==> src/core/chgirq_pkg.sv <==
// Constants, types and helpers shared by the charger interrupt status and mask block
package chgirq_pkg;

  // Register data width and the Wishbone slave widths
  localparam int unsigned CHGIRQ_DW      = 16;
  localparam int unsigned CHGIRQ_AW      = 10;
  localparam int unsigned CHGIRQ_BUS_DW  = 32;
  localparam int unsigned CHGIRQ_SEL_W   = 4;

  // Register indices; the byte address is four times the index
  localparam logic [7:0] CHGIRQ_STATUS_IDX = 8'h19;
  localparam logic [7:0] CHGIRQ_MASK_IDX   = 8'h21;
  localparam logic [7:0] CHGIRQ_PEND_IDX   = 8'h22;
  localparam logic [7:0] CHGIRQ_LEVEL_IDX  = 8'h23;

  // Status bit positions
  localparam int unsigned CHGIRQ_BIT_2V85    = 0;
  localparam int unsigned CHGIRQ_BIT_3V1     = 1;
  localparam int unsigned CHGIRQ_FIRST_OTHER = 2;
  localparam int unsigned CHGIRQ_OTHER_W     = CHGIRQ_DW - CHGIRQ_FIRST_OTHER;

  // Reset values
  localparam logic [15:0] CHGIRQ_STATUS_RST = 16'h0000;
  localparam logic [15:0] CHGIRQ_MASK_RST   = 16'hffff;
  localparam logic [31:0] CHGIRQ_RDATA_RST  = 32'h0000_0000;
  localparam logic [15:0] CHGIRQ_ZERO16     = 16'h0000;

  // Bus slave sequencing
  typedef enum logic {
    CHGIRQ_BUS_IDLE,
    CHGIRQ_BUS_ACK
  } chgirq_bus_state_t;

  // True when a byte address selects the register at a given index
  function automatic logic reg_hit(input logic [CHGIRQ_AW-1:0] adr, input logic [7:0] idx);
    reg_hit = (adr[CHGIRQ_AW-1:2] == idx) && (adr[1:0] == 2'h0);
  endfunction : reg_hit

  // Merge write data into a 16-bit register, honouring byte lanes 0 and 1
  function automatic logic [15:0] apply_sel(input logic [15:0] old_v,
                                            input logic [15:0] new_v,
                                            input logic [3:0]  sel);
    apply_sel[7:0]  = sel[0] ? new_v[7:0]  : old_v[7:0];
    apply_sel[15:8] = sel[1] ? new_v[15:8] : old_v[15:8];
  endfunction : apply_sel

endpackage : chgirq_pkg

==> src/core/chgirq_edge.sv <==
// Rising edge detector for a vector of comparator condition levels
`timescale 1ns/10ps
`default_nettype none
module chgirq_edge #(
  parameter int unsigned W = 16
) (
  // Clock and reset
  input  wire logic         clk_i,
  input  wire logic         reset_n_i,
  // Levels and one-cycle rising pulses
  input  wire logic [W-1:0] level_i,
  output logic      [W-1:0] rise_o
);

  logic [W-1:0] prev;

  // Previous level resets low so a condition already true at release counts as an edge
  always_ff @(posedge clk_i) begin
    if (!reset_n_i) begin
      prev <= '0;
    end else begin
      prev <= level_i;
    end
  end

  assign rise_o = level_i & ~prev;

endmodule : chgirq_edge
`default_nettype wire

==> src/core/chgirq_top.sv <==
// Charger interrupt status, mask and summary interrupt with a Wishbone register slave
//
// Contract
// RQ1 - Below 3.1 V rising edge sets bit 1
// RQ2 - Below 2.85 V rising edge sets bit 0
// RQ3 - Status read returns bits, then clears them
// RQ4 - Sixteen mask bits; one suppresses matching status
// RQ5 - Interrupt only for set, unmasked status bits
// RQ6 - Interrupt drops once no unmasked bit remains
//
// The Wishbone interface to the registers was chosen for this implementation.
`timescale 1ns/10ps
`default_nettype none
module chgirq_top (
  // Clock and reset
  input  wire logic        SYS_CLK_I,
  input  wire logic        RESET_N_I,
  // Wishbone slave
  input  wire logic        WB_CYC_I,
  input  wire logic        WB_STB_I,
  input  wire logic        WB_WE_I,
  input  wire logic [9:0]  WB_ADR_I,
  input  wire logic [3:0]  WB_SEL_I,
  input  wire logic [31:0] WB_DAT_I,
  output logic      [31:0] WB_DAT_O,
  output logic             WB_ACK_O,
  // Comparator condition levels
  input  wire logic        BATT_BELOW_3V1_I,
  input  wire logic        BATT_BELOW_2V85_I,
  input  wire logic [13:0] CHG_OTHER_COND_I,
  // Summary interrupt
  output logic             CHARGER_SUMMARY_IRQ_O
);

  localparam int unsigned DW = chgirq_pkg::CHGIRQ_DW;

  logic [DW-1:0] status;
  logic [DW-1:0] mask;
  logic [DW-1:0] next_status;
  logic [DW-1:0] next_mask;
  logic [31:0]   next_rdata;
  logic          irq;
  logic          next_irq;

  wire  logic [DW-1:0] cond_level;
  wire  logic [DW-1:0] rise;
  wire  logic          take;
  wire  logic          ack;

  // Condition vector in status bit order
  assign cond_level[chgirq_pkg::CHGIRQ_BIT_2V85] = BATT_BELOW_2V85_I;
  assign cond_level[chgirq_pkg::CHGIRQ_BIT_3V1]  = BATT_BELOW_3V1_I;
  assign cond_level[DW-1:chgirq_pkg::CHGIRQ_FIRST_OTHER] = CHG_OTHER_COND_I;

  // Only the false-to-true transition of a condition, or a condition already true at reset release, raises an event
  chgirq_edge #(
    .W         (DW)
  ) u_edge (
    .clk_i     (SYS_CLK_I),
    .reset_n_i (RESET_N_I),
    .level_i   (cond_level),
    .rise_o    (rise)
  );

  chgirq_wbs u_wbs (
    .clk_i     (SYS_CLK_I),
    .reset_n_i (RESET_N_I),
    .cyc_i     (WB_CYC_I),
    .stb_i     (WB_STB_I),
    .take_o    (take),
    .ack_o     (ack)
  );

  assign WB_ACK_O = ack;

  // Address decode
  wire logic hit_status = chgirq_pkg::reg_hit(WB_ADR_I, chgirq_pkg::CHGIRQ_STATUS_IDX);
  wire logic hit_mask   = chgirq_pkg::reg_hit(WB_ADR_I, chgirq_pkg::CHGIRQ_MASK_IDX);
  wire logic hit_pend   = chgirq_pkg::reg_hit(WB_ADR_I, chgirq_pkg::CHGIRQ_PEND_IDX);
  wire logic hit_level  = chgirq_pkg::reg_hit(WB_ADR_I, chgirq_pkg::CHGIRQ_LEVEL_IDX);

  wire logic rd_take    = take && !WB_WE_I;
  wire logic wr_take    = take && WB_WE_I;
  wire logic rd_status  = rd_take && hit_status;
  wire logic wr_status  = wr_take && hit_status;
  wire logic wr_mask    = wr_take && hit_mask;

  // Bits returned by a status read are exactly the bits it clears
  wire logic [DW-1:0] rd_clr = rd_status ? status : chgirq_pkg::CHGIRQ_ZERO16; // RQ3

  // Software may also clear a bit by writing a one to it
  wire logic [DW-1:0] w1c_clr = wr_status ?
    chgirq_pkg::apply_sel(chgirq_pkg::CHGIRQ_ZERO16, WB_DAT_I[DW-1:0], WB_SEL_I) :
    chgirq_pkg::CHGIRQ_ZERO16;

  wire logic [DW-1:0] pending = status & ~mask; // RQ5

  // A new edge in the clearing cycle is kept: set wins over clear
  assign next_status = (status & ~(rd_clr | w1c_clr)) | rise; // RQ1 RQ2 RQ3

  assign next_mask = wr_mask ? // RQ4
    chgirq_pkg::apply_sel(mask, WB_DAT_I[DW-1:0], WB_SEL_I) : mask;

  // Interrupt follows the register contents it will show next cycle
  assign next_irq = |(next_status & ~next_mask); // RQ5 RQ6

  // Read data; unmapped addresses read as zero and writes to them are dropped
  wire logic [DW-1:0] rd_word =
    hit_status ? status :
    hit_mask   ? mask :
    hit_pend   ? pending :
    hit_level  ? cond_level :
    chgirq_pkg::CHGIRQ_ZERO16;

  assign next_rdata = rd_take ? {chgirq_pkg::CHGIRQ_ZERO16, rd_word} : chgirq_pkg::CHGIRQ_RDATA_RST;

  always_ff @(posedge SYS_CLK_I) begin
    if (!RESET_N_I) begin
      status <= chgirq_pkg::CHGIRQ_STATUS_RST;
      mask   <= chgirq_pkg::CHGIRQ_MASK_RST;
      irq    <= 1'b0;
    end else begin
      status <= next_status;
      mask   <= next_mask;
      irq    <= next_irq;
    end
  end

  // Read data is loaded with the acknowledge and held until the next access
  always_ff @(posedge SYS_CLK_I) begin
    if (!RESET_N_I) begin
      WB_DAT_O <= chgirq_pkg::CHGIRQ_RDATA_RST;
    end else if (take) begin
      WB_DAT_O <= next_rdata;
    end
  end

  assign CHARGER_SUMMARY_IRQ_O = irq;

  // Checks next to the status latch

  property p_set_3v1;
    @(posedge SYS_CLK_I) disable iff (!RESET_N_I)
      rise[chgirq_pkg::CHGIRQ_BIT_3V1] |=> status[chgirq_pkg::CHGIRQ_BIT_3V1];
  endproperty
  a_set_3v1: assert property (p_set_3v1) // RQ1
    else $error("below 3.1 V edge did not set status bit 1");

  property p_hold_3v1;
    @(posedge SYS_CLK_I) disable iff (!RESET_N_I)
      (status[chgirq_pkg::CHGIRQ_BIT_3V1] && !take)
        |=> status[chgirq_pkg::CHGIRQ_BIT_3V1] [*1] ##0 $stable(status[chgirq_pkg::CHGIRQ_BIT_3V1]);
  endproperty
  a_hold_3v1: assert property (p_hold_3v1) // RQ1
    else $error("status bit 1 dropped without a host access");

  property p_set_2v85;
    @(posedge SYS_CLK_I) disable iff (!RESET_N_I)
      (BATT_BELOW_2V85_I && !$past(BATT_BELOW_2V85_I) && $past(RESET_N_I))
        |=> status[chgirq_pkg::CHGIRQ_BIT_2V85];
  endproperty
  a_set_2v85: assert property (p_set_2v85) // RQ2
    else $error("below 2.85 V edge did not set status bit 0");

  property p_no_level_set;
    @(posedge SYS_CLK_I) disable iff (!RESET_N_I)
      (rd_status && $past(BATT_BELOW_2V85_I) && BATT_BELOW_2V85_I)
        |=> !status[chgirq_pkg::CHGIRQ_BIT_2V85];
  endproperty
  a_no_level_set: assert property (p_no_level_set) // RQ2
    else $error("a steady low-battery level re-set status bit 0");

  property p_no_level_3v1;
    @(posedge SYS_CLK_I) disable iff (!RESET_N_I)
      (rd_status && $past(BATT_BELOW_3V1_I) && BATT_BELOW_3V1_I)
        |=> !status[chgirq_pkg::CHGIRQ_BIT_3V1];
  endproperty
  a_no_level_3v1: assert property (p_no_level_3v1) // RQ1
    else $error("a steady low-battery level re-set status bit 1");

  // A bit may only appear where the detector saw an edge; a steady level sets one only if already high at reset release
  property p_set_only_edge;
    @(posedge SYS_CLK_I) disable iff (!RESET_N_I)
      RESET_N_I |=> ((status & ~$past(status) & ~$past(rise)) == chgirq_pkg::CHGIRQ_ZERO16);
  endproperty
  a_set_only_edge: assert property (p_set_only_edge) // RQ2
    else $error("a status bit was set without a rising condition");

  // Checks on the read-to-clear path

  property p_read_clear;
    @(posedge SYS_CLK_I) disable iff (!RESET_N_I)
      rd_status |=> (WB_DAT_O[15:0] == $past(status)) && (status == $past(rise)) && WB_ACK_O;
  endproperty
  a_read_clear: assert property (p_read_clear) // RQ3
    else $error("status read returned wrong bits or did not clear them");

  // Reads of other registers must not lose events
  property p_clear_only_by_host;
    @(posedge SYS_CLK_I) disable iff (!RESET_N_I)
      (!rd_status && !wr_status) |=> ((status & $past(status)) == $past(status));
  endproperty
  a_clear_only_by_host: assert property (p_clear_only_by_host) // RQ3
    else $error("a status bit dropped without a status access");

  property p_w1c;
    @(posedge SYS_CLK_I) disable iff (!RESET_N_I)
      wr_status |=> ((status & $past(w1c_clr & ~rise)) == chgirq_pkg::CHGIRQ_ZERO16);
  endproperty
  a_w1c: assert property (p_w1c)
    else $error("writing a one did not clear the status bit");

  // Checks on the mask, pending and level registers

  property p_mask_write;
    @(posedge SYS_CLK_I) disable iff (!RESET_N_I)
      (wr_mask && WB_SEL_I[1:0] == 2'h3) |=> ##1 (mask == $past(WB_DAT_I[15:0], 2));
  endproperty
  a_mask_write: assert property (p_mask_write) // RQ4
    else $error("mask register did not take the written sixteen bits");

  property p_mask_read;
    @(posedge SYS_CLK_I) disable iff (!RESET_N_I)
      (rd_take && hit_mask) |=> (WB_DAT_O[15:0] == $past(mask));
  endproperty
  a_mask_read: assert property (p_mask_read) // RQ4
    else $error("mask read returned a value other than the register");

  property p_mask_hold;
    @(posedge SYS_CLK_I) disable iff (!RESET_N_I)
      !wr_mask |=> (mask == $past(mask));
  endproperty
  a_mask_hold: assert property (p_mask_hold) // RQ4
    else $error("mask register changed without a mask write");

  // Byte lanes let software touch half the mask without a read-modify-write
  property p_mask_lanes;
    @(posedge SYS_CLK_I) disable iff (!RESET_N_I)
      (wr_mask && WB_SEL_I[1:0] == 2'h2)
        |=> (mask[7:0] == $past(mask[7:0])) && (mask[15:8] == $past(WB_DAT_I[15:8]));
  endproperty
  a_mask_lanes: assert property (p_mask_lanes) // RQ4
    else $error("mask write did not honour the byte lanes");

  property p_pend_read;
    @(posedge SYS_CLK_I) disable iff (!RESET_N_I)
      (rd_take && hit_pend) |=> (WB_DAT_O[15:0] == $past(status & ~mask));
  endproperty
  a_pend_read: assert property (p_pend_read) // RQ5
    else $error("pending read disagrees with unmasked status bits");

  property p_level_read;
    @(posedge SYS_CLK_I) disable iff (!RESET_N_I)
      (rd_take && hit_level) |=> (WB_DAT_O[15:0] == $past(cond_level));
  endproperty
  a_level_read: assert property (p_level_read) // RQ1
    else $error("level read disagrees with the condition inputs");

  // Checks on the summary interrupt

  property p_irq_level;
    @(posedge SYS_CLK_I) disable iff (!RESET_N_I)
      $past(RESET_N_I) |-> (CHARGER_SUMMARY_IRQ_O == (|(status & ~mask)));
  endproperty
  a_irq_level: assert property (p_irq_level) // RQ5
    else $error("summary interrupt disagrees with unmasked status bits");

  property p_irq_drop;
    @(posedge SYS_CLK_I) disable iff (!RESET_N_I)
      (rd_status && ((rise & ~mask) == chgirq_pkg::CHGIRQ_ZERO16) && !wr_mask)
        |=> !CHARGER_SUMMARY_IRQ_O;
  endproperty
  a_irq_drop: assert property (p_irq_drop) // RQ6
    else $error("summary interrupt stayed high after status was read out");

  property p_irq_mask_off;
    @(posedge SYS_CLK_I) disable iff (!RESET_N_I)
      (wr_mask && WB_SEL_I[1:0] == 2'h3 && WB_DAT_I[15:0] == 16'hffff)
        |=> !CHARGER_SUMMARY_IRQ_O;
  endproperty
  a_irq_mask_off: assert property (p_irq_mask_off) // RQ6
    else $error("summary interrupt stayed high with every bit masked");

  // Checks on the bus handshake

  property p_ack_pulse;
    @(posedge SYS_CLK_I) disable iff (!RESET_N_I)
      take |=> WB_ACK_O ##1 !WB_ACK_O;
  endproperty
  a_ack_pulse: assert property (p_ack_pulse)
    else $error("acknowledge was not a single cycle after the request");

  property p_dat_upper;
    @(posedge SYS_CLK_I) disable iff (!RESET_N_I)
      WB_ACK_O |-> (WB_DAT_O[31:16] == chgirq_pkg::CHGIRQ_ZERO16);
  endproperty
  a_dat_upper: assert property (p_dat_upper)
    else $error("unused upper read data lanes were not zero");

  property p_ack_cause;
    @(posedge SYS_CLK_I) disable iff (!RESET_N_I)
      WB_ACK_O |-> $past(take);
  endproperty
  a_ack_cause: assert property (p_ack_cause)
    else $error("acknowledge without a taken request");

endmodule : chgirq_top
`default_nettype wire

==> src/core/chgirq_wbs.sv <==
// Classic Wishbone slave handshake: request acceptance and one-cycle acknowledge
`timescale 1ns/10ps
`default_nettype none
module chgirq_wbs (
  // Clock and reset
  input  wire logic clk_i,
  input  wire logic reset_n_i,
  // Bus request
  input  wire logic cyc_i,
  input  wire logic stb_i,
  // Handshake
  output logic      take_o,
  output logic      ack_o
);

  chgirq_pkg::chgirq_bus_state_t state;
  chgirq_pkg::chgirq_bus_state_t next_state;

  // A request is taken only from idle, so a request still held after the acknowledge is taken again
  assign take_o = (state == chgirq_pkg::CHGIRQ_BUS_IDLE) && cyc_i && stb_i;
  assign ack_o  = (state == chgirq_pkg::CHGIRQ_BUS_ACK);

  always_comb begin
    next_state = state;
    unique case (state)
      chgirq_pkg::CHGIRQ_BUS_IDLE: begin
        if (take_o) begin
          next_state = chgirq_pkg::CHGIRQ_BUS_ACK;
        end
      end
      chgirq_pkg::CHGIRQ_BUS_ACK: begin
        next_state = chgirq_pkg::CHGIRQ_BUS_IDLE;
      end
    endcase
  end

  always_ff @(posedge clk_i) begin
    if (!reset_n_i) begin
      state <= chgirq_pkg::CHGIRQ_BUS_IDLE;
    end else begin
      state <= next_state;
    end
  end

endmodule : chgirq_wbs
`default_nettype wire

==> config.mk <==
export PLATFORM = sky130hd
export DESIGN_NAME = chgirq_top
export DESIGN_NICKNAME = d
export VERILOG_FILES = /design/src/core/chgirq_pkg.sv /design/src/core/chgirq_edge.sv /design/src/core/chgirq_top.sv /design/src/core/chgirq_wbs.sv
export SDC_FILE = /design/constraint.sdc
export NUM_CORES = 1
export LEC_CHECK = 0
export BUFFER_PORTS_ARGS = -buffer_cell sky130_fd_sc_hd__buf_2
export CORE_MARGIN = 5
export CORE_UTILIZATION = 30
export DETAILED_ROUTE_END_ITERATION = 6
export SYNTH_ARGS = -nofsm -noshare
export SYNTH_HDL_FRONTEND = slang
export SYNTH_SLANG_ARGS = --single-unit
export TNS_END_PERCENT = 20
==> constraint.sdc <==
create_clock -name SYS_CLK_I -period 8.4 [get_ports SYS_CLK_I]
set_input_delay 1.26 -clock SYS_CLK_I [delete_from_list [all_inputs] [get_ports SYS_CLK_I]]
set_output_delay 1.26 -clock SYS_CLK_I [all_outputs]
set_load 0.005 [all_outputs]
======== After elaboration in Yosys (flattened, before gate mapping) ========
Cells that the tools add are included.
cells by class
  equality and inequality tests ........... 4
  multiplexer cells ....................... 14
  reductions and logical operators ........ 14
  multiply operators ...................... 0
  shift operators ......................... 0
  divide/modulo/power cells ............... 0
  bitwise operators ....................... 11
  add/subtract/negate cells ............... 0
  order comparisons ....................... 0
operators by type and width
  cell                  count
  $mux W16              8
  $and A16 B16 Y16      4
  $not A16 Y16          4
  $mux W8               4
  $or A16 B16 Y16       2
  $eq A8 B6 Y1 const B  3
  $reduce_or A16 Y1     1
  $logic_and A1 B1 Y1   11
  $eq A8 B5 Y1 const B  1
  $logic_not A2 Y1      1
  $pmux W1 S2           1
  $logic_not A1 Y1      1
  $mux W1               1
  $not A1 Y1            1
storage, ports and cells
  input bits .............................. 67
  memories ................................ 0
  register bits after elaboration ......... 82
  memory bits (writable) .................. 0
  bits in latches ......................... 0
  word-level logic and storage cells ...... 49
  output and inout bits ................... 34
  memory bits (read-only) ................. 0

======== Longest topological paths before layout ========
Gate-level depths: netlist of the first run.
  depth in word-level cells ............... 12
  mapped depth ............................ 10
  depth with buffers taken out ............ 7

======== Modules after synthesis ========
A second synthesis of the first run with hierarchy kept.
unflattened totals
  cells, all modules ...................... 387
  area, all modules ....................... 3278.1 sq um
by module, submodules not included
  module       times used  sequential area each (sq um)  cells each  area an instance (sq um)
  chgirq_top   1           980.9                         335         2706.3
  chgirq_edge  1           320.3                         49          531.8
  chgirq_wbs   1           20.0                          3           40.0

======== Worst setup path before layout of the first run ========
OpenSTA, ideal clock, no wires.
  path kind ............................... in2reg
  from .................................... in WB_ADR_I[2]
  to ...................................... reg irq, in the netlist CHARGER_SUMMARY_IRQ_O
  stages .................................. 10
  setup time .............................. 0.132 ns
  required time ........................... 8.268 ns
  arrival time ............................ 3.380 ns
  path slack .............................. 4.888 ns
  buffers on the path ..................... 3
  path through ............................ buf_4 > or4b_4 > or2_1 > or3_1 > buf_2 > buf_6 > a32oi_1 > o22ai_1 > nor4_2 > a31oi_1
between the ends
  cells in the longest elaborated chain, start to end .. 10
  elaborated cells on any way between the ends .. 17
  classes of those cells .................. 2 x eq/ne; 3 x mux; 6 x bitwise; 6 x reduce/logical
RTL lines
  element                                 RTL line                            RTL
  start: declaration                      chgirq_top.sv:22                    input wire logic [9:0] WB_ADR_I,
  $eq A8 B5 Y1                            chgirq_pkg.sv:36                    reg_hit = (adr[CHGIRQ_AW-1:2] == idx) && (adr[1:0] == 2'h0);
  $logic_and A1 B1 Y1                     chgirq_pkg.sv:36
  $logic_and A1 B1 Y1 (on tied branches)  chgirq_top.sv:84, chgirq_top.sv:85
  $mux W16 (on tied branches)             chgirq_top.sv:89, chgirq_top.sv:92
  $or A16 B16 Y16                         chgirq_top.sv:99                    assign next_status = (status & ~(rd_clr | w1c_clr)) | rise;
  $not A16 Y16                            chgirq_top.sv:99
  $and A16 B16 Y16                        chgirq_top.sv:99
  $or A16 B16 Y16                         chgirq_top.sv:99
  $and A16 B16 Y16 (*)                    chgirq_top.sv:105                   assign next_irq = |(next_status & ~next_mask);
  $reduce_or A16 Y1 (*)                   chgirq_top.sv:105
  end signal: assignment                  chgirq_top.sv:125                   irq <= next_irq;
  end: declaration                        chgirq_top.sv:42                    logic irq;
Every way passes the cells marked *; elsewhere a longest branch is shown, timed or not.
A chain may end at the register's enable or synchronous reset.

======== Worst setup path after layout of the first run ========
Ends and elaborated chain as after synthesis.

==> results.toml, run 1 <==
[status]
status = "finished, final reports clean"

[place]
dp_slack_ns = 3.868
dp_cells = 553
dp_hpwl_um = 6126
numPortBuffers = 66
gp_congestion = 0.8153

[finish]
multiInputGateArea_um2 = 1624
layout_common_cells = "dfxtp_1, buf_2, nor2_1, a21oi_1, and2_1"
synthToLayoutAreaGrowth_pct = 19.07
layout-drive-gt1-share = 0.2471
ff_latch_area_um2 = 1321
final_cells = 569
nets = 495
fillerInstances = 1106
post-route-util = 0.3656
antenna_cells = 0

[timing]
final_hold_viol_count = 0
slew_violations = 0
timing.final.ws_setup_ns = 4.186
fmax_mhz = 237.3
fin_setup_tns_ns = 0
min_period_ns = 4.214
period_share = 0.5017
rsz0062_at_grt = "no"
setup_viol = 0
slew_headroom = 0.3091
tightest_slew_ns = 1.033
fin_worst_skew_ns = 0.01360

[clock_network]
hold_buffers = 0
path_clk_slew_ns = 0.08
root_buffer = "clkbuf_8"
clk-insertion-delay-late_ns = 0.34
post_cts_buffers = 0
cts_tree = "built"
clk_path_buf_depth = 2
numClockSinks = 66
cts_max_level = 3
cts_made_buffers = 9
cts-resized-gates = 0

[critical_path]
path_class = "in2reg"
cp.arrival_ns = 4.41
start_kind = "primary input"
required_ns = 8.59
crit_fanout = 33
end_kind = "flop"

[job]
cap_violations = 0

[drt]
detail-route-antenna-nets = 0
vias = 2778
drtPass1Iterations = 4
avgRoutedWirePerCell_um = 16.03
viasPerCell = 4.882
drc = 0
wl_um = 9120
drtIter0Drc = 119

[global_route]
overflow = 0
grt_max_degree = 41
grt_pass1_vias = 2828
antenna_found_initial = 0
grt_use_total = 0.1441
grt_pass1_wl_um = 14480

[synth]
synth_top_cell_by_area = "dfxtp_1"
synth_area_leaders = "dfxtp_1, and2_1, a21oi_1"
yosysWarnings = 0
ys_ff_latch = 66
synth_area_um2 = 3156
yosysTopAreaCellShare = 0.4187
syn_avg_cell_area_um2 = 8.528
ys_types = 37
yosysSeqAreaShare = 0.4187
syn_inst = 370

[pwr]
powerDensity_nw_per_um2 = 181.7
leakagePower_nw = 1.403
total_power_w = 0.0006829
ir_drop_uv = 68.91

[min_path]
hold_path_class = "reg2reg"

[floorplan]
die_x_um = 112.6
die_h_um = 112.6
coreArea_um2 = 10280
pin_count = 101
start_util = 0.3070
rows = 37
dieArea_um2 = 12670
-- per-layer routing --
metal,routed length (um),global-route usage
met5,0,0
met4,122,0.06330
met3,590,0.03288
met2,4363,0.2295
met1,4043,0.1861
-- flip-flops by register name, indices dropped and copies added, names as in the netlist --
signal                 count
WB_DAT_O                  16
mask                      16
status                    16
u_edge.prev               16
CHARGER_SUMMARY_IRQ_O      1
u_wbs.ack_o                1
-- worst max-delay path: stages --
cell,delay (ns)
buf_2,0.52
or4b_4,0.60
or2_1,0.27
or3_1,0.70
a32oi_1,0.41
o22ai_1,0.15
nor4_2,0.36
a31oi_1,0.12
-- metrics by stage --
step | hold WS, ns | instance area, um2
after floorplan | 0.4623 | 3212
after global placement | 0.4814 | 3528
after detailed placement | 0.4941 | 3528
after CTS | 0.5148 | 3757
after global routing | 0.5430 | 3757
final | 0.5120 | 3757
-- path summary, 6_finish.rpt --
kind | end | start | slack (ns) | depth (start not counted)
setup / recovery | CHARGER_SUMMARY_IRQ_O | WB_ADR_I[2] | 4.19 | 8
hold / removal | status[0] | u_edge.prev[0] | 0.51 | 3
setup reg to reg | CHARGER_SUMMARY_IRQ_O | u_wbs.ack_o | 4.87 | 7
hold reg to reg | status[0] | u_edge.prev[0] | 0.51 | 3
-- final cells by class --
| type | count | share of cell area |
|---|---|---|
| Clock buffer | 12 | 0.04129 |
| Multi-Input combinational cell | 266 | 0.4322 |
| Sequential cell | 66 | 0.3516 |
| Inverter | 16 | 0.01598 |
| Timing Repair Buffer | 69 | 0.09391 |
| Clock inverter | 4 | 0.01965 |
| Tap cell | 136 | 0.04529 |
-- where the power goes --
part,switching (W),internal (W),leakage (nW)
Combinational,0.0000299,0.0000212,0.745
Clock,0.000120,0.000184,0.117
Sequential,0.00000547,0.000323,0.542
-- logic make-up (layout without fill, tap and decap cells) --
group | Yosys count | in the layout | share of synthesized area
and+or+nand+nor | 146 | 146 | 0.2625
other | 1 | 16 | 0.001188
buffers and inverters | 53 | 101 | 0.08683
AOI/OAI and AO/OA | 88 | 88 | 0.1769
DFF | 66 | 66 | 0.4187
muxes | 16 | 16 | 0.05393
-- cell usage after synthesis (all sizes together) --
cell type  number
a21boi          1
a21oi          33
a22oi          16
a31oi           1
a32oi          15
and2           31
and4            4
buf            21
clkbuf         16
conb            1
dfxtp          66
inv            16
mux2            8
mux2i           8
nand2          26
nand2b          8
nand3           1
nand3b          1
nand4b          3
nor2           36
nor2b           1
nor3            1
nor3b          16
nor4            3
nor4b           1
o21a            1
o21ai          16
o22ai           4
o31ai           1
or2             9
or3             3
or4b            1
or4bb           1
Note: power is estimated with default switching activity, not from simulation.
==> inputs of run 2 (changes only) <==
Settings changed: ABC_AREA set to 1.
Clock period 8.4 ns to 4 ns, I/O delays scaled along.
==> run 2 against run 1 <==
- worst setup slack got worse by 2.6 ns
- clock skew decreased by 0.0089 ns
- design area increased by 17%
- total power increased by 140%
- final cell count increased by 38%
- first-iteration DRC count increased to 2.8 times the previous value
- via count increased by 36%
- core utilization about the same
- non-clock buffer count increased by 6
- critical path type unchanged
- critical endpoint unchanged
==> results.toml, run 2 <==
[min_path]
hold_path_class = "in2reg"
min_path_cells = 3

[synth]
synth_top_cell_by_area = "dfxtp_1"
synth-edff-count = 0
async_flop_share = 0
syn_avg_cell_area_um2 = 6.637
synth_area_leaders = "dfxtp_1, nand2_1, nand3_1"
ys_ff_latch = 66
netlist_top_cells_count = "nand2_1, inv_1, dfxtp_1"
yosysSeqAreaShare = 0.3562
ys_types = 30
synth_most_common_cell = "nand2_1"
syn_inst = 559
yosysTopAreaCellShare = 0.3562
synth_flop_cell = "dfxtp_1"
synth_area_um2 = 3710
yosysWarnings = 0

[global_route]
grt_pass1_wl_um = 18660
grt_use_total = 0.1602
antenna_found_initial = 0
overflow = 0
grt_pass1_vias = 3813
grt_max_degree = 49

[drt]
drtPass1Iterations = 5
detail-route-antenna-nets = 0
avgRoutedWirePerCell_um = 14.79
wl_um = 11660
drtIter0Drc = 330
vias = 3774
viasPerCell = 4.789
drc = 0

[critical_path]
start_kind = "primary input"
crit_fanout = 16
reg2reg_depth = 12
path_class = "in2reg"
end_kind = "flop"
cp.arrival_ns = 2.58
required_ns = 4.21

[finish]
final_cells = 788
antenna_cells = 0
synthToLayoutAreaGrowth_pct = 18.75
final_common_cell = "nand2_1"
nets = 683
layout_common_cells = "nand2_1, inv_1, dfxtp_1, buf_2, nand3_1"
layout-drive-gt1-share = 0.2000

[timing]
fin_hold_ws_ns = 0.4625
rsz0062_at_grt = "no"
fin_setup_tns_ns = 0
slew_headroom = 0.3133
slew_violations = 0
fmax_mhz = 421.2
fin_worst_skew_ns = 0.004709
setup_viol = 0
tightest_slew_ns = 1.029
final_hold_viol_count = 0
min_period_ns = 2.374
period_share = 0.5935

[place]
dp_cells = 773
dp_hpwl_um = 7735
numPortBuffers = 66
gp_congestion = 0.8352

[job]
cap_violations = 0

[clock_network]
path_clk_slew_ns = 0.06
cts_max_level = 3
clk-insertion-delay-late_ns = 0.33
cts-resized-gates = 0
root_buffer = "clkbuf_16"
clk_path_buf_depth = 2
numClockSinks = 66
post_cts_buffers = 0
hold_buffers = 0
cts_made_buffers = 9
cts_tree = "built"

[floorplan]
dieArea_um2 = 14690
die_h_um = 121.2
rows = 40
coreArea_um2 = 12060
start_util = 0.3076
die_x_um = 121.2
pin_count = 101

[status]
status = "finished, final reports clean"

[pwr]
powerDensity_nw_per_um2 = 375.7
leakagePower_nw = 2.418
ir_drop_uv = 194.6
-- run 2: cells by family (layout without fill, tap and decap cells) --
group,count (synthesis),in the layout,share of synthesized area
and+or+nand+nor,267,267,0.3403
AOI/OAI and AO/OA,103,103,0.1548
DFF,66,66,0.3562
other,1,16,0.001011
buffers and inverters,122,168,0.1477
-- run 2: area by class of cell --
cell class | count | area (um2)
fillers | 1314 | 7656
multi-input cells | 386 | 1897
flip-flops and latches | 66 | 1321
repair buffers | 75 | 397.9
inverters | 78 | 292.8
clock buffers | 12 | 246.5
well taps | 168 | 210.2
clock inverters | 3 | 40.04
-- run 2: worst max-delay path, stage by stage --
cell     delay, ns
buf_2         0.09
nor2_1        0.11
buf_4         0.24
nand2_2       0.12
nor2_4        0.29
nand2_2       0.33
nand3_1       0.21
nand2_1       0.08
nand2_1       0.10
nand2_1       0.06
nor2_1        0.09
nand2_1       0.07
nor2_1        0.12
nor2_1        0.05
-- run 2: worst paths after layout --
path	start	slack, ns	endpoint
setup reg to reg	u_wbs.ack_o	1.73	CHARGER_SUMMARY_IRQ_O
setup / recovery	WB_ADR_I[1]	1.63	CHARGER_SUMMARY_IRQ_O
hold / removal	CHG_OTHER_COND_I[7]	0.46	u_edge.prev[9]
hold reg to reg	u_edge.prev[3]	0.51	status[3]
-- run 2: power by group --
group	internal (W)	switching [W]
Combinational	0.0000689	0.000107
Sequential	0.000689	0.0000157
Clock	0.000494	0.000280
Total	0.00125	0.000403
-- run 2: per-stage QoR --
step | setup slack [ns] | area, um2 | utilization | power (W)
finish | 1.626 | 4405 | 0.3652 | 0.001655
global route | 1.456 | 4405 | 0.3652 | 0.001731
CTS | 1.647 | 4405 | 0.3652 | 0.001675
detailed placement | 1.318 | 4119 | 0.3415 | 0.0008952
global placement | 1.299 | 4119 | 0.3415 | 0.0008906
floorplan | 2.067 | 3766 | - | 0.0008327
-- run 2: per-layer routing --
layer,vias up,part of all wire,routed length [um],GRT usage
li1,1882,-,-,-
met1,1739,0.42,4918,0.1889
met2,138,0.49,5730,0.2904
met3,15,0.073,855,0.04103
met4,0,0.013,153,0.03711
met5,-,0,0,0
==> inputs of run 3 (changes only) <==
Clock period 4 ns to 2 ns, I/O delays scaled along.
==> run 3 against run 2 <==
- sequential cell count is the same
- clock power is 100% higher
- total power grew 100%
- clock skew is 0.0013 ns higher
- sequential share of layout area decreased by 0.72 points
- first-iteration DRC count shrank 53%
- final cell count rose by 1.3%
- via count is 1.7% higher
- design area up 2.5%
- core utilization grew 0.90 points
- critical path type is now reg2reg
==> results.toml, run 3 (synthesized netlist as in run 2, its figures left out) <==
[drt]
top_layer = "met4"
detail-route-antenna-nets = 0
met1_length_um = 4978
drc = 0
dr_wl_met3_um = 870
drtPass1Iterations = 4
wl_met2_um = 5724
avgRoutedWirePerCell_um = 14.91
vias = 3837
viasPerCell = 4.808
drtIter0Drc = 156
wl_um = 11900

[global_route]
grt_pass1_wl_um = 18750
grt_use_total = 0.1613
grt_pass1_vias = 3826
grt_max_degree = 49
overflow = 0
antenna_found_initial = 0

[clock_network]
cts_tree = "built"
numClockSinks = 66
root_buffer = "clkbuf_16"
cts_max_level = 3
clk-insertion-delay-late_ns = 0.33
clk_path_buf_depth = 2
path_clk_slew_ns = 0.06
cts_made_buffers = 9

[timing]
fin_hold_ws_ns = 0.1552
fin_setup_tns_ns = 0
min_period_ns = 1.815
tightest_slew_ns = 0.7105
timing.final.ws_setup_ns = 0.1855
final_hold_viol_count = 0
period_share = 0.9073
fin_worst_skew_ns = 0.006010
slew_violations = 0
rsz0062_at_grt = "no"
slew_headroom = 0.5258
setup_viol = 0
fmax_mhz = 551.1

[place]
dp_slack_ns = -0.07394
dp_hpwl_um = 8069
gp_congestion = 0.8586
numPortBuffers = 66

[finish]
layout_common_cells = "nand2_1, inv_1, dfxtp_1, buf_2, nand3_1"
fillerInstances = 1303
antenna_cells = 0
post-route-util = 0.3743
layout-drive-gt1-share = 0.2159
ff_latch_area_um2 = 1321
nets = 692
synthToLayoutAreaGrowth_pct = 21.69
final_common_cell = "nand2_1"
multiInputGateArea_um2 = 1917

[min_path]
hp-start = "CHG_OTHER_COND_I[7]"
hold_path_class = "in2reg"

[critical_path]
r2r_slack_ns = 0.19
start_kind = "flop"
startpoint = "u_wbs.ack_o"
path_class = "reg2reg"
required_ns = 2.20
regToRegStartpoint = "u_wbs.ack_o"
cp.arrival_ns = 2.01
crit_fanout = 14
end_kind = "flop"

[floorplan]
dieArea_um2 = 14690
pin_count = 101
rows = 40
die_h_um = 121.2
die_x_um = 121.2
start_util = 0.3076
coreArea_um2 = 12060

[status]
status = "finished, final reports clean"

[pwr]
ir_drop_uv = 339.8
powerDensity_nw_per_um2 = 740.2
leakagePower_nw = 2.460
total_power_w = 0.003342

[job]
cap_violations = 0
-- run 3: changes by cell type in the layout (fill, tap and decap cells not counted), moves of 2 or more --
cell,before,now
buf_4,9,13
buf_12,0,2
clkinvlp_4,0,2
nand3_2,0,2
clkbuf_1,2,0
-- run 3: layout make-up --
class / count / area share
sequential: 66 / 0.2927
multi-input combinational: 388 / 0.4246
clock inverter: 7 / 0.01524
clock buffer: 9 / 0.04989
timing repair buffer: 82 / 0.1062
tap: 168 / 0.04656
inverter: 78 / 0.06486
-- run 3: worst paths after layout --
path                                               to  cells past startpoint
worst min register to register              status[5]                      2
worst max-delay path            CHARGER_SUMMARY_IRQ_O                     13
worst max register to register  CHARGER_SUMMARY_IRQ_O                     13
worst min-delay path                   u_edge.prev[9]                      3
-- run 3: what timing repair did --
| item | 4_1_cts | 5_1_grt |
|---|---|---|
| buffers inserted | 0 | 1 |
| gates resized for setup | 0 | 1 |
| hold buffers | 0 | 0 |
| endpoints found under the setup margin | 0 | 1 |
-- run 3: report_power, final --
part	internal [W]	switching [W]
sequential	0.00138	0.0000313
clock	0.000962	0.000609
combinational	0.000143	0.000219
-- run 3: metal layers --
metal / global-route usage / vias up
met2: 0.2734 / 149
met3: 0.03403 / 23
met5: 0 / -
met1: 0.1971 / 1761
met4: 0.07003 / 0
li1: - / 1904
-- run 3: worst max-delay path, stage by stage, from the launching register on --
cell      delay [ns]
dfxtp_1         0.31
nand3b_4        0.18
nor2_4          0.14
buf_12          0.14
buf_6           0.17
nand4_1         0.10
nand2_1         0.08
clkinv_1        0.07
nand2_1         0.09
nand2_1         0.07
nor2_1          0.10
nand2_1         0.05
nor2_1          0.13
nor2_1          0.06
-- run 3: through the flow --
step	cell area, um2	instances
global placement	4177	779
detailed placement	4177	779
global route	4514	798
CTS	4471	795
finish	4514	798
floorplan	3766	574
